## src/rtl/ebpc_defines.svh

```systemverilog
// Offsets, pin positions, reset values and timing counts of the bus pins
`ifndef EBPC_DEFINES_SVH
`define EBPC_DEFINES_SVH

// ****************************************
// Pin positions on the arbitration/select port
// ****************************************
`define EBPC_NUM_CS 5
`define EBPC_HOLD_BIT 5
`define EBPC_GRANT_BIT 6
`define EBPC_CLAIM_BIT 7

// ****************************************
// Bus mode and strobe mode fields
// ****************************************
`define EBPC_MODE_MUX_BIT 0
`define EBPC_MODE_BYTE_BIT 1
`define EBPC_STORE_STROBE_MODE_BIT_LOWBYTE 1'b1

// ****************************************
// Segment lines per address space
// ****************************************
`define EBPC_SEG_LINES_64K 4'h0
`define EBPC_SEG_LINES_256K 4'h2
`define EBPC_SEG_LINES_1M 4'h4
`define EBPC_SEG_LINES_16M 4'h8

// ****************************************
// Reset values and timing
// ****************************************
`define EBPC_PIN_RST_OUT 1'b1
`define EBPC_PIN_RST_OE_N 1'b1
`define EBPC_CS_IDLE 5'h1F
`define EBPC_MIN_STROBE_CYC 3

`endif

```

## src/rtl/ebpc_pkg.sv

```systemverilog
// Types shared by the external bus pin logic
package ebpc_pkg;

   typedef enum logic [1:0] {ACC_IDLE, ACC_ADDR, ACC_STROBE} ebpc_acc_state_t;

   typedef enum logic [1:0]
   {
      ARB_OWN,
      ARB_LENT,
      ARB_SLV_IDLE,
      ARB_SLV_REQ
   } ebpc_arb_state_t;

   typedef enum logic [1:0]
   {
      SPACE_64K,
      SPACE_256K,
      SPACE_1M,
      SPACE_16M
   } ebpc_space_t;

endpackage : ebpc_pkg

```

## src/rtl/ebpc_pin_cell.sv

```systemverilog
// One port pin: function or general output, direction and driver type
`timescale 1ns/1ns
`include "ebpc_defines.svh"

module ebpc_pin_cell
(
   input wire logic clk,
   input wire logic reset,
   input wire logic alt_en,
   input wire logic alt_drive,
   input wire logic alt_val,
   input wire logic gpio_val,
   input wire logic dir,
   input wire logic open_drain,
   output logic pin_out,
   output logic pin_oe_n
);

   logic out_ff;
   logic oe_n_ff;
   logic nxt_out;
   logic nxt_oe_n;
   logic drive;

   always_comb
   begin
      drive = alt_en ? alt_drive : dir;
      nxt_out = alt_en ? alt_val : gpio_val;
      // Input pin or open-drain high both float the driver
      nxt_oe_n = !(drive && !(open_drain && nxt_out));
   end

   always_ff @(posedge clk)
   begin
      if (reset)
      begin
         out_ff <= `EBPC_PIN_RST_OUT;
         oe_n_ff <= `EBPC_PIN_RST_OE_N;
      end
      else
      begin
         out_ff <= nxt_out;
         oe_n_ff <= nxt_oe_n;
      end
   end

   assign pin_out = out_ff;
   assign pin_oe_n = oe_n_ff;

endmodule : ebpc_pin_cell

```

## src/rtl/ebpc_sync2.sv

```systemverilog
// Two-stage synchroniser for pin inputs
`timescale 1ns/1ns

module ebpc_sync2
#(
   parameter int WIDTH = 1
)
(
   input wire logic clk,
   input wire logic [WIDTH-1:0] d,
   output logic [WIDTH-1:0] q
);

   // No reset: the strap must pass even while reset is held
   logic [WIDTH-1:0] meta_ff;
   logic [WIDTH-1:0] q_ff;

   always_ff @(posedge clk)
   begin
      meta_ff <= d;
      q_ff <= meta_ff;
   end

   assign q = q_ff;

endmodule : ebpc_sync2

```

## src/rtl/ebpc_top.sv

```systemverilog
// External bus pin control: strobes, selects, arbitration and ports
`timescale 1ns/1ns
`include "ebpc_defines.svh"

// Overview of operation
// - Five active-low chip selects sit on arbitration port bits zero to four.
// - Grant pin is an output as master and an input as slave.
// - Device drives a bus claim request to get the bus back or borrow it.
// - Every port bit has its own direction control.
// - A general-purpose port bit set as input has its driver floated.
// - Each arbitration port driver is push-pull or open-drain per pin.
// - Single-strobe mode pulses the write strobe on every external write.
// - Low-byte mode strobes low-byte writes on 16-bit, all on 8-bit bus.
// - A configuration bit chooses between the two write strobe modes.
// - Ready enabled and ready high stretch the access with wait states.
// - Multiplexed modes give an address latch pulse before the strobe.
// - Fetch strap low means external fetch, sampled during and after reset.
// - Segment port carries address 16 at bit zero up to 23 at bit seven.
// - Arbitration runs only once the arbitration enable bit is set.
// - Master role after reset; claim pin direction bit set selects slave.
// - Address space 1M, 256K, 64K gives four, two, no segment lines.
// - Demultiplexed: address on second port; multiplexed: all on first.
module ebpc_top
#(
   parameter logic [31:0] WIN_BASE = 32'h04030201,
   parameter logic [31:0] WIN_MASK = 32'hFFFFFFFF,
   parameter int MIN_STROBE = `EBPC_MIN_STROBE_CYC
)
(
   input wire logic clk,
   input wire logic reset,
   input wire logic acc_req,
   input wire logic acc_write,
   input wire logic [1:0] acc_byte_en,
   input wire logic [23:0] acc_addr,
   input wire logic [15:0] acc_wdata,
   output logic acc_done,
   output logic [15:0] acc_rdata,
   output logic acc_busy,
   input wire logic bus_enable,
   input wire logic [1:0] bus_mode,
   input wire ebpc_pkg::ebpc_space_t addr_space,
   input wire logic store_strobe_mode_bit,
   input wire logic ready_enable,
   input wire logic arbitration_enable_bit,
   input wire logic [7:0] arb_port_dir,
   input wire logic [7:0] arb_port_od,
   input wire logic [7:0] arb_port_gpio,
   input wire logic [7:0] seg_port_dir,
   input wire logic [7:0] seg_port_gpio,
   input wire logic [7:0] arb_port_in,
   output logic [7:0] arb_port_out,
   output logic [7:0] arb_port_oe_n,
   output logic [7:0] seg_port_out,
   output logic [7:0] seg_port_oe_n,
   input wire logic [15:0] first_bus_port_in,
   output logic [15:0] first_bus_port_out,
   output logic [15:0] first_bus_port_oe_n,
   output logic [15:0] second_bus_port_out,
   output logic [15:0] second_bus_port_oe_n,
   output logic ale_out,
   output logic rd_n_out,
   output logic low_byte_store_strobe_n,
   output logic ctl_oe_n,
   input wire logic ready_pin,
   input wire logic fetch_source_strap,
   output logic fetch_from_external
);

   // ****************************************
   // Pin synchronisers
   // ****************************************
   logic [3:0] ctl_sync;
   logic [15:0] data_sync;
   logic hold_sync_n;
   logic grant_in_sync_n;
   logic ready_sync;
   logic strap_sync;

   ebpc_sync2 #(.WIDTH(4)) u_ctl_sync
   (
      .clk(clk),
      .d({ready_pin, fetch_source_strap, arb_port_in[`EBPC_GRANT_BIT],
          arb_port_in[`EBPC_HOLD_BIT]}),
      .q(ctl_sync)
   );

   ebpc_sync2 #(.WIDTH(16)) u_data_sync
   (
      .clk(clk),
      .d(first_bus_port_in),
      .q(data_sync)
   );

   assign hold_sync_n = ctl_sync[0];
   assign grant_in_sync_n = ctl_sync[1];
   assign strap_sync = ctl_sync[2];
   assign ready_sync = ctl_sync[3];

   // ****************************************
   // Address window decode
   // ****************************************
   function automatic logic [4:0] cs_decode(input logic [23:0] a);
      logic [4:0] sel;
      logic hit;
      sel = `EBPC_CS_IDLE;
      hit = 1'b0;
      // Highest window wins, select zero covers the rest
      for (int i = 4; i >= 1; i--)
      begin
         if (!hit && ((a[23:16] & WIN_MASK[(i-1)*8 +: 8]) ==
                      (WIN_BASE[(i-1)*8 +: 8] & WIN_MASK[(i-1)*8 +: 8])))
         begin
            sel[i] = 1'b0;
            hit = 1'b1;
         end
      end
      if (!hit)
      begin
         sel[0] = 1'b0;
      end
      return sel;
   endfunction : cs_decode

   // ****************************************
   // Arbitration
   // ****************************************
   ebpc_pkg::ebpc_arb_state_t arb_state_ff;
   ebpc_pkg::ebpc_arb_state_t nxt_arb_state;
   ebpc_pkg::ebpc_acc_state_t acc_state_ff;
   ebpc_pkg::ebpc_acc_state_t nxt_acc_state;
   logic slave_role;
   logic hold_pending;
   logic acc_idle;
   logic acc_start;
   logic nxt_owned;
   logic nxt_grant_n;
   logic nxt_claim_n;
   logic grant_n_ff;

   assign slave_role = arb_port_dir[`EBPC_CLAIM_BIT];
   assign hold_pending = arbitration_enable_bit && !slave_role && !hold_sync_n;
   assign acc_idle = (acc_state_ff == ebpc_pkg::ACC_IDLE);
   assign acc_start = acc_idle && acc_req && !hold_pending &&
                      (arb_state_ff == ebpc_pkg::ARB_OWN);

   always_comb
   begin
      nxt_arb_state = arb_state_ff;
      if (!arbitration_enable_bit)
      begin
         nxt_arb_state = ebpc_pkg::ARB_OWN;
      end
      else
      begin
         unique case (arb_state_ff)
            ebpc_pkg::ARB_OWN:
            begin
               // Never lend mid-access: a stranded strobe corrupts memory
               if (!slave_role && hold_pending && acc_idle)
                  nxt_arb_state = ebpc_pkg::ARB_LENT;
               else if (slave_role && acc_idle && !acc_req)
                  nxt_arb_state = ebpc_pkg::ARB_SLV_IDLE;
            end
            ebpc_pkg::ARB_LENT:
            begin
               if (!hold_pending)
                  nxt_arb_state = ebpc_pkg::ARB_OWN;
            end
            ebpc_pkg::ARB_SLV_IDLE:
            begin
               if (!slave_role)
                  nxt_arb_state = ebpc_pkg::ARB_OWN;
               else if (acc_req)
                  nxt_arb_state = ebpc_pkg::ARB_SLV_REQ;
            end
            ebpc_pkg::ARB_SLV_REQ:
            begin
               if (!slave_role || !grant_in_sync_n)
                  nxt_arb_state = ebpc_pkg::ARB_OWN;
            end
         endcase
      end
      nxt_owned = (nxt_arb_state == ebpc_pkg::ARB_OWN);
      nxt_grant_n = (nxt_arb_state != ebpc_pkg::ARB_LENT);
      nxt_claim_n = !((nxt_arb_state == ebpc_pkg::ARB_LENT && acc_req) ||
                      (slave_role && arbitration_enable_bit &&
                       nxt_arb_state != ebpc_pkg::ARB_SLV_IDLE));
   end

   always_ff @(posedge clk)
   begin
      if (reset)
      begin
         arb_state_ff <= ebpc_pkg::ARB_OWN;
         grant_n_ff <= 1'b1;
      end
      else
      begin
         arb_state_ff <= nxt_arb_state;
         grant_n_ff <= nxt_grant_n;
      end
   end

   // ****************************************
   // Access sequencer
   // ****************************************
   logic [23:0] addr_ff;
   logic [23:0] nxt_addr;
   logic [15:0] wdata_ff;
   logic [15:0] nxt_wdata;
   logic write_ff;
   logic nxt_write;
   logic [1:0] be_ff;
   logic [1:0] nxt_be;
   logic [3:0] cnt_ff;
   logic [3:0] nxt_cnt;
   logic [4:0] sel_ff;
   logic [4:0] nxt_sel;
   logic [15:0] rdata_ff;
   logic [15:0] nxt_rdata;
   logic done_ff;
   logic nxt_done;
   logic wait_req;

   assign wait_req = ready_enable && ready_sync;

   always_comb
   begin
      nxt_acc_state = acc_state_ff;
      nxt_addr = addr_ff;
      nxt_wdata = wdata_ff;
      nxt_write = write_ff;
      nxt_be = be_ff;
      nxt_cnt = cnt_ff;
      nxt_sel = sel_ff;
      nxt_rdata = rdata_ff;
      nxt_done = 1'b0;
      unique case (acc_state_ff)
         ebpc_pkg::ACC_IDLE:
         begin
            if (acc_start)
            begin
               nxt_acc_state = ebpc_pkg::ACC_ADDR;
               nxt_addr = acc_addr;
               nxt_wdata = acc_wdata;
               nxt_write = acc_write;
               nxt_be = acc_byte_en;
               nxt_sel = cs_decode(acc_addr);
            end
         end
         ebpc_pkg::ACC_ADDR:
         begin
            nxt_acc_state = ebpc_pkg::ACC_STROBE;
            nxt_cnt = 4'h0;
         end
         ebpc_pkg::ACC_STROBE:
         begin
            if (cnt_ff != 4'hF)
               nxt_cnt = cnt_ff + 4'h1;
            // Least strobe covers the data synchroniser delay
            if (cnt_ff >= 4'(MIN_STROBE - 1) && !wait_req)
            begin
               nxt_acc_state = ebpc_pkg::ACC_IDLE;
               nxt_done = 1'b1;
               nxt_sel = `EBPC_CS_IDLE;
               if (!write_ff)
                  nxt_rdata = data_sync;
            end
         end
      endcase
   end

   always_ff @(posedge clk)
   begin
      if (reset)
      begin
         acc_state_ff <= ebpc_pkg::ACC_IDLE;
         addr_ff <= 24'h000000;
         wdata_ff <= 16'h0000;
         write_ff <= 1'b0;
         be_ff <= 2'h0;
         cnt_ff <= 4'h0;
         sel_ff <= `EBPC_CS_IDLE;
         rdata_ff <= 16'h0000;
         done_ff <= 1'b0;
      end
      else
      begin
         acc_state_ff <= nxt_acc_state;
         addr_ff <= nxt_addr;
         wdata_ff <= nxt_wdata;
         write_ff <= nxt_write;
         be_ff <= nxt_be;
         cnt_ff <= nxt_cnt;
         sel_ff <= nxt_sel;
         rdata_ff <= nxt_rdata;
         done_ff <= nxt_done;
      end
   end

   // ****************************************
   // Bus pins, registered from next state
   // ****************************************
   logic mux_mode;
   logic byte_bus;
   logic strobe_ph;
   logic addr_ph;
   logic wr_sel;
   logic nxt_ale;
   logic nxt_rd_n;
   logic nxt_wr_n;
   logic [15:0] nxt_b0_out;
   logic [15:0] nxt_b0_oe_n;
   logic [15:0] nxt_b1_oe_n;
   logic ale_ff;
   logic rd_n_ff;
   logic wr_n_ff;
   logic ctl_oe_n_ff;
   logic busy_ff;
   logic [15:0] b0_out_ff;
   logic [15:0] b0_oe_n_ff;
   logic [15:0] b1_out_ff;
   logic [15:0] b1_oe_n_ff;

   assign mux_mode = bus_mode[`EBPC_MODE_MUX_BIT];
   assign byte_bus = bus_mode[`EBPC_MODE_BYTE_BIT];

   always_comb
   begin
      addr_ph = (nxt_acc_state == ebpc_pkg::ACC_ADDR);
      strobe_ph = (nxt_acc_state == ebpc_pkg::ACC_STROBE);
      wr_sel = (store_strobe_mode_bit != `EBPC_STORE_STROBE_MODE_BIT_LOWBYTE) ||
               byte_bus || nxt_be[0];
      nxt_ale = addr_ph && mux_mode;
      nxt_rd_n = !(strobe_ph && !nxt_write);
      nxt_wr_n = !(strobe_ph && nxt_write && wr_sel);
      nxt_b0_out = (addr_ph && mux_mode) ? nxt_addr[15:0] : nxt_wdata;
      nxt_b0_oe_n = 16'hFFFF;
      nxt_b1_oe_n = 16'hFFFF;
      if (nxt_owned)
      begin
         if (addr_ph && mux_mode)
            nxt_b0_oe_n = 16'h0000;
         else if (strobe_ph && nxt_write)
            nxt_b0_oe_n = byte_bus ? 16'hFF00 : 16'h0000;
         if (!mux_mode && nxt_acc_state != ebpc_pkg::ACC_IDLE)
            nxt_b1_oe_n = 16'h0000;
      end
   end

   always_ff @(posedge clk)
   begin
      if (reset)
      begin
         ale_ff <= 1'b0;
         rd_n_ff <= 1'b1;
         wr_n_ff <= 1'b1;
         ctl_oe_n_ff <= 1'b1;
         busy_ff <= 1'b0;
         b0_out_ff <= 16'h0000;
         b0_oe_n_ff <= 16'hFFFF;
         b1_out_ff <= 16'h0000;
         b1_oe_n_ff <= 16'hFFFF;
      end
      else
      begin
         ale_ff <= nxt_ale;
         rd_n_ff <= nxt_rd_n;
         wr_n_ff <= nxt_wr_n;
         ctl_oe_n_ff <= !nxt_owned;
         busy_ff <= (nxt_acc_state != ebpc_pkg::ACC_IDLE);
         b0_out_ff <= nxt_b0_out;
         b0_oe_n_ff <= nxt_b0_oe_n;
         b1_out_ff <= nxt_addr[15:0];
         b1_oe_n_ff <= nxt_b1_oe_n;
      end
   end

   // ****************************************
   // Port pin cells
   // ****************************************
   logic [3:0] seg_lines;
   logic [7:0] arb_alt_en;
   logic [7:0] arb_alt_drive;
   logic [7:0] arb_alt_val;
   logic [7:0] seg_alt_en;

   always_comb
   begin
      unique case (addr_space)
         ebpc_pkg::SPACE_64K: seg_lines = `EBPC_SEG_LINES_64K;
         ebpc_pkg::SPACE_256K: seg_lines = `EBPC_SEG_LINES_256K;
         ebpc_pkg::SPACE_1M: seg_lines = `EBPC_SEG_LINES_1M;
         ebpc_pkg::SPACE_16M: seg_lines = `EBPC_SEG_LINES_16M;
      endcase
      for (int i = 0; i < 8; i++)
         seg_alt_en[i] = bus_enable && (4'(i) < seg_lines);
      arb_alt_en = {{3{arbitration_enable_bit}}, {5{bus_enable}}};
      arb_alt_drive = {1'b1, !slave_role, 1'b0, {5{nxt_owned}}};
      arb_alt_val = {nxt_claim_n, nxt_grant_n, 1'b1, nxt_sel};
   end

   for (genvar g = 0; g < 8; g++)
   begin : g_pins
      ebpc_pin_cell u_arb_cell
      (
         .clk(clk),
         .reset(reset),
         .alt_en(arb_alt_en[g]),
         .alt_drive(arb_alt_drive[g]),
         .alt_val(arb_alt_val[g]),
         .gpio_val(arb_port_gpio[g]),
         .dir(arb_port_dir[g]),
         .open_drain(arb_port_od[g]),
         .pin_out(arb_port_out[g]),
         .pin_oe_n(arb_port_oe_n[g])
      );
      ebpc_pin_cell u_seg_cell
      (
         .clk(clk),
         .reset(reset),
         .alt_en(seg_alt_en[g]),
         .alt_drive(nxt_owned),
         .alt_val(nxt_addr[16+g]),
         .gpio_val(seg_port_gpio[g]),
         .dir(seg_port_dir[g]),
         .open_drain(1'b0),
         .pin_out(seg_port_out[g]),
         .pin_oe_n(seg_port_oe_n[g])
      );
   end

   // ****************************************
   // Fetch source strap
   // ****************************************
   logic post_rst_ff;
   logic fetch_ext_ff;
   logic nxt_fetch_ext;

   // Keeps following the strap through reset and one cycle after
   assign nxt_fetch_ext = (reset || post_rst_ff) ? !strap_sync
                                                 : fetch_ext_ff;

   always_ff @(posedge clk)
   begin
      post_rst_ff <= reset;
      fetch_ext_ff <= nxt_fetch_ext;
   end

   assign acc_done = done_ff;
   assign acc_rdata = rdata_ff;
   assign acc_busy = busy_ff;
   assign first_bus_port_out = b0_out_ff;
   assign first_bus_port_oe_n = b0_oe_n_ff;
   assign second_bus_port_out = b1_out_ff;
   assign second_bus_port_oe_n = b1_oe_n_ff;
   assign ale_out = ale_ff;
   assign rd_n_out = rd_n_ff;
   assign low_byte_store_strobe_n = wr_n_ff;
   assign ctl_oe_n = ctl_oe_n_ff;
   assign fetch_from_external = fetch_ext_ff;
endmodule : ebpc_top

```

## config.mk

```make
export PLATFORM = sky130hd
export DESIGN_NAME = ebpc_top
export DESIGN_NICKNAME = d
export VERILOG_FILES = /design/src/rtl/ebpc_pkg.sv /design/src/rtl/ebpc_pin_cell.sv /design/src/rtl/ebpc_sync2.sv /design/src/rtl/ebpc_top.sv
export VERILOG_INCLUDE_DIRS = /design/src /design/src/rtl
export SDC_FILE = /design/constraint.sdc
export NUM_CORES = 1
export LEC_CHECK = 0
export BUFFER_PORTS_ARGS = -buffer_cell sky130_fd_sc_hd__buf_4
export CORE_ASPECT_RATIO = 2
export CORE_MARGIN = 2
export CORE_UTILIZATION = 45
export DETAILED_ROUTE_END_ITERATION = 16
export PLACE_DENSITY = 0.82
export SLEW_MARGIN = 25
export SYNTH_ARGS = -nofsm -noshare
export SYNTH_HDL_FRONTEND = slang
export SYNTH_SLANG_ARGS = --single-unit
```

## constraint.sdc

```tcl
create_clock -name clk -period 3.9 [get_ports clk]
set_input_delay 0.78 -clock clk [delete_from_list [all_inputs] [get_ports clk]]
set_output_delay 0.78 -clock clk [all_outputs]
set_load 0.02 [all_outputs]
```

== Yosys cells after proc, flatten, opt, wreduce, memory -nomap -nowiden ==
Index checks and enable logic that the tools add are counted.

* Logic and storage cells: 271
* Input bits: 120
* Register bits: 215

* Equality and inequality tests: 19
* Add/sub/neg operators: 1
* Bitwise operators: 4
* Muxes and demuxes: 80
* $lt $le $gt $ge: 9
* Reduce and logical (&&, ||, !) cells: 101

{| class="wikitable"
|+ Operator list
! operator !! count
|-
| two-way mux 16 bit || 7
|-
| two-way mux 1 bit || 54
|-
| two-way mux 24 bit || 2
|-
| logical AND 1 bit || 46
|-
| logical NOT 1 bit || 40
|-
| two-way mux 2 bit || 9
|-
| equality test 8 x 2 -> 1 bit (second input constant) || 2
|-
| less-than comparator 3 x 4 -> 1 bit (first input constant) || 4
|-
| one-hot mux 4 bit (4 select lines) || 1
|-
| equality test 2 bit (second input constant) || 6
|-
| equality test 2 x 1 -> 1 bit (second input constant) || 5
|-
| two-way mux 5 bit || 2
|-
| one-hot mux 5 bit (2 select lines) || 1
|-
| equality test 8 x 1 -> 1 bit (second input constant) || 1
|-
| equality test 8 x 3 -> 1 bit (second input constant) || 1
|-
| logical NOT 2 bit || 4
|-
| less-than comparator 1 x 4 -> 1 bit (first input constant) || 2
|-
| less-than comparator 2 x 4 -> 1 bit (first input constant) || 2
|-
| one-hot mux 2 bit (4 select lines) || 1
|-
| one-hot mux 4 bit (2 select lines) || 1
|-
| one-hot mux 2 bit (3 select lines) || 1
|-
| logical OR 1 bit || 5
|-
| adder 4 x 1 -> 4 bit (second input constant) || 1
|-
| greater-or-equal comparator 4 x 2 -> 1 bit (second input constant) || 1
|-
| 9 further kinds || 15
|}

== Longest topological paths before layout ==
* Depth in word-level cells: 31
* Gate-level depth with buffers: 10
* Depth with buffers taken out: 7

== Cells and area by module ==
Synthesis repeated with hierarchy kept, for this count alone.

* Cell total of the unflattened synthesis: 593
* Area, all modules: 6,203.4 um^2

{| class="wikitable"
|+ Modules (own cells, without submodules)
! module !! area each (um^2) !! times used !! cells an instance
|-
| ebpc_top || 4,121.5 || 1 || 457
|-
| ebpc_pin_cell || 80.1 || 16 || 6
|-
| ebpc_sync2 at u_data_sync || 640.6 || 1 || 32
|-
| ebpc_sync2 at u_ctl_sync || 160.2 || 1 || 8
|}

== Worst setup path after synthesis ==
No wires, ideal clock.

* Kind: in2reg
* From: input acc_addr[21]
* To: register g_pins[4].u_arb_cell.oe_n_ff
* Data required time: 3,778 ps
* Data arrival time: 2,186 ps
* Path slack: 1,592 ps
* Cell stages on the path: 5
* Library setup time: 122 ps
* Buffers on the path: 0
* Cells stage by stage: or4_1 nor4_1 a32oi_1 o21bai_1 a311o_1

* Word-level cells in the longest chain between the ends: 9

{| class="wikitable"
|+ RTL lines
! what !! line !! RTL
|-
| from (decl) || ebpc_top.sv:35 || <nowiki>input wire logic [23:0] acc_addr,</nowiki>
|-
| equality test 8 x 3 -> 1 bit || ebpc_top.sv:111 || <nowiki>if (!hit && ((a[23:16] & WIN_MASK[(i-1)*8 +: 8]) ==</nowiki>
|-
| two-way mux 1 bit || ebpc_top.sv:111 ||
|-
| two-way mux 5 bit || ebpc_top.sv:242 || <nowiki>if (acc_start)</nowiki>
|-
| one-hot mux 5 bit (2 select lines) || ebpc_top.sv:239 || <nowiki>unique case (acc_state_ff)</nowiki>
|-
| two-way mux 1 bit || ebpc_pin_cell.sv:28 || <nowiki>nxt_out = alt_en ? alt_val : gpio_val;</nowiki>
|-
| logical AND 1 bit || ebpc_pin_cell.sv:30 || <nowiki>nxt_oe_n = !(drive && !(open_drain && nxt_out));</nowiki>
|-
| logical NOT 1 bit || ebpc_pin_cell.sv:30 ||
|-
| logical AND 1 bit || ebpc_pin_cell.sv:30 ||
|-
| logical NOT 1 bit || ebpc_pin_cell.sv:30 ||
|-
| to (signal assigned) || ebpc_pin_cell.sv:38 || <nowiki>oe_n_ff <= `EBPC_PIN_RST_OE_N;</nowiki>
|-
| to (signal assigned) || ebpc_pin_cell.sv:43 || <nowiki>oe_n_ff <= nxt_oe_n;</nowiki>
|-
| to (decl) || ebpc_pin_cell.sv:20 || <nowiki>logic oe_n_ff;</nowiki>
|}

Every way passes these cells.
A chain may end at the register's enable or synchronous reset.

== Worst setup path after layout ==
* From: register acc_state_ff[0]
* To: register b1_oe_n_ff[14] (netlist: second_bus_port_oe_n[14])

* Word-level cells in the longest chain between the ends: 10
* Elaborated cells between the ends (all ways): 22

{| class="wikitable"
|+ RTL lines
! what !! line !! RTL
|-
| from (decl) || ebpc_top.sv:130 || <nowiki>ebpc_pkg::ebpc_acc_state_t acc_state_ff;</nowiki>
|-
| from (signal assigned) || ebpc_top.sv:278 || <nowiki>acc_state_ff <= ebpc_pkg::ACC_IDLE;</nowiki>
|-
| from (signal assigned) || ebpc_top.sv:290 || <nowiki>acc_state_ff <= nxt_acc_state;</nowiki>
|-
| logical NOT 2 bit || ebpc_top.sv:143, ebpc_top.sv:239 ||
|-
| logical AND 1 bit (2 in series) || ebpc_top.sv:162 || <nowiki>else if (slave_role && acc_idle && !acc_req)</nowiki>
|-
| two-way mux 2 bit || ebpc_top.sv:162 ||
|-
| two-way mux 2 bit || ebpc_top.sv:160 || <nowiki>if (!slave_role && hold_pending && acc_idle)</nowiki>
|-
| one-hot mux 2 bit (4 select lines) || ebpc_top.sv:156 || <nowiki>unique case (arb_state_ff)</nowiki>
|-
| two-way mux 2 bit || ebpc_top.sv:150 || <nowiki>if (!arbitration_enable_bit)</nowiki>
|-
| logical NOT 2 bit || ebpc_top.sv:184 || <nowiki>nxt_owned = (nxt_arb_state == ebpc_pkg::ARB_OWN);</nowiki>
|-
| inverter 1 bit (no source line) || - ||
|-
| OR reduction 2 bit (no source line) || - ||
|-
| to (signal assigned) || ebpc_top.sv:376 || <nowiki>b1_oe_n_ff <= nxt_b1_oe_n;</nowiki>
|-
| to (decl) || ebpc_top.sv:324 || <nowiki>logic [15:0] b1_oe_n_ff;</nowiki>
|}

Several ways; a longest one is shown, not always the timed one.

==> results.ini <==
[critical_path]
reg2reg_depth = 8
critPathKind = reg -> reg
start_kind = flip-flop
reg2reg_setup_slack_ps = 1430
worstPathArrival_ps = 2760
r2r-start = acc_state_ff[0]
critPathTopFamily = simple AND/OR/NAND/NOR gates
path_cells = inv_1 -> ha_1 -> nand4bb_1 -> nor2_4 -> buf_4 -> o21ai_0 -> a21oi_1 -> nand2_1
end_kind = flip-flop
cp.depth = 8
path_buf_inv = 2
reg2reg_to = second_bus_port_oe_n[14]
max_stage_delay_ps = 420
crit_required_ps = 4190
crit_path_max_fanout = 27
critPathSlowestCell = buf_4
worstSetupStartpoint = acc_state_ff[0]

[grt]
grt_pass1_wl_um = 22800
grt_max_degree = 71
grt_use_total = 0.195
antenna_found_initial = 0
grt_pass1_vias = 4814
grt.overflow.total = 0

[power]
peakVddDrop_uv = 314
p_int_w = 0.00305
comb_power_share = 0.169
switchingPower_w = 0.00123
p_per_area_nw_per_um2 = 526
p_sw_frac = 0.286
seqPwrFrac = 0.447
clockPowerShare = 0.384
leakage_nw = 3.63

[route]
drc_errors = 0
ant_nets = 0
vias = 4924
drt_iter0_markers = 176
via_per_inst = 5.13
wire_per_inst_um = 15.1
dr.pass1.iters = 4
wirelength_um = 14400

[yosys]
synthMuxAreaShare = 0.0399
synthArstFlopShare = 0
synth_warnings = 0
synth_nets = 762
avgSynthCellArea_um2 = 9.84
synth_area_leaders = dfxtp_1, buf_4, nand2_1
synthTopCellsByCount = dfxtp_1, nand2_1, buf_4
syn_area_um2 = 6270
yosysTopAreaCell = dfxtp_1
synth-xor-area-share = 0.00140
synth_edf_count = 1
synthDistinctLibCells = 58
synthSimpleGateAreaFrac = 0.139
synth_top_family_by_area = compound AO/OA/AOI/OAI gates
synthAdderAreaFrac = 0.00998
synth_top_area_frac = 0.540
synth_ff_type = dfxtp_1
synth-compound-area-share = 0.141
netlist_instances = 637
ys_seq_elements = 170
synth.most_common_cell = dfxtp_1
seq_area_frac_synth = 0.544

[timing]
timing.final.crit_share = 0.634
finalCriticalPeriod_ps = 2470
fmax_mhz = 405
rsz0062_at_grt = false
slew_violations = 0
slew_headroom = 0.492
finalSetupViolCount = 0
worst_pin_slew_ps = 762
hold_ws_ps = 328
finClkSkew_ps = 14.0
layout_setup_ws_ps = 1430
finalSetupTns_ps = 0
hold_viol = 0

[placement]
gp_congestion = 0.864
dp_hpwl_um = 10600
numPortBuffers = 231
post-place-ws_ps = 1220
dpl.cell_count = 927
postPlaceCellArea_um2 = 7540

[run_status]
status = completed

[layout]
fin_cells = 959
design_area_um2 = 8130
diodes = 0
final_net_count = 914
syn_to_final_growth_pct = 29.7
layout-drive-gt1-share = 0.359

[clocking]
post_cts_buffers = 0
clock_latency_ps = 420
cts_sinks = 170
clk_pin_slew_ps = 70
clockBufferDepth = 2
ctsHtreeMaxLevel = 4
cts_tree = built
cts_root_buf = clkbuf_16
cts_resized = 0
cts_hold_buf = 0
cts_buffers = 17

[die]
fp.dieH_um = 171
initial_core_util = 0.456
io_pins = 239
die_x_um = 87.5
core_area_um2 = 13700
die-area_um2 = 15000
fp-row-count = 61

[min_path]
min_to = u_data_sync.q[11]
hold_class = reg -> reg
hold_depth = 0
hp-start = u_data_sync.meta_ff[11]

[flow_run]
cap_violations = 0

-- placed cells by master, fill, tap and decap left out, types with 3 or more instances in the layout --
master / n
inv_1: 14
nor2_1: 48
a2bb2oi_2: 9
o21a_1: 3
a21oi_1: 47
and3_1: 4
buf_4: 238
a2bb2oi_1: 7
a31oi_1: 3
or2_2: 4
mux2i_1: 25
o21bai_1: 3
clkinv_8: 3
clkbuf_16: 17
nor3b_1: 4
o21ai_0: 15
dfxtp_1: 169
nand2_1: 92
inv_8: 5
o211ai_1: 8
nand3_1: 7
or3_1: 5
nor3_1: 5
o22ai_1: 9
nand2b_1: 6
ha_1: 5
inv_6: 5
-- final cells by class --
type / count / area (µm²)
Fill cell: 1131 / 5610
Timing Repair Buffer: 238 / 1790
Sequential cell: 170 / 3410
Tap cell: 157 / 196
Inverter: 14 / 52.6
Clock buffer: 17 / 425
Multi-Input combinational cell: 348 / 2090
Clock inverter: 15 / 166
-- power groups by stage --
stage	logic (W)	clock network, W	registers [W]
5_1_grt	0.000783	0.00177	0.00192
3_3_place_gp	0.000714	0	0.00195
2_1_floorplan	0.000464	0	0.00198
3_5_place_dp	0.000726	0	0.00195
4_1_cts	0.000729	0.00169	0.00191
6_report	0.000722	0.00164	0.00191
-- metal layers --
metal / up-vias / wire (µm) / global-route usage
met2: 220 / 7450 / 0.336
met3: 12 / 1170 / 0.0608
met5: - / 0 / 0
met1: 2281 / 5690 / 0.220
met4: 0 / 137 / 0.0749
li1: 2411 / - / -
-- worst max-delay path by stage --
stage / end
after detailed placement: first_bus_port_out[6]
final: second_bus_port_oe_n[14]
after global routing: second_bus_port_oe_n[14]
after floorplan: g_pins[4].u_arb_cell.pin_oe_n
after CTS: second_bus_port_oe_n[14]
after global placement: first_bus_port_out[13]
-- cells by family (layout without fill, tap and decap cells) --
kind of cell	after synthesis	count (layout)
fa+ha+maj	5	5
mux	25	25
flops	170	170
compound gates	125	125
buf+inv	119	284
simple gates	192	192
xor+xnor	1	1
-- registers in the layout, summed over array words and instances (netlist names), 5 cells and up --
| name | count |
|---|---|
| acc_rdata | 16 |
| addr_ff | 24 |
| first_bus_port_out | 16 |
| g_pins.u_arb_cell.pin_oe_n | 8 |
| g_pins.u_arb_cell.pin_out | 8 |
| g_pins.u_seg_cell.pin_oe_n | 8 |
| g_pins.u_seg_cell.pin_out | 8 |
| sel_ff | 5 |
| u_data_sync.meta_ff | 16 |
| u_data_sync.q | 16 |
| wdata_ff | 16 |
-- through the flow --
stage	power (W)	utilization
floorplan	0.00245	-
global placement	0.00266	0.549
detailed placement	0.00268	0.549
CTS	0.00434	0.592
global route	0.00447	0.592
finish	0.00428	0.592
Note: power is estimated with default switching activity, not from simulation.
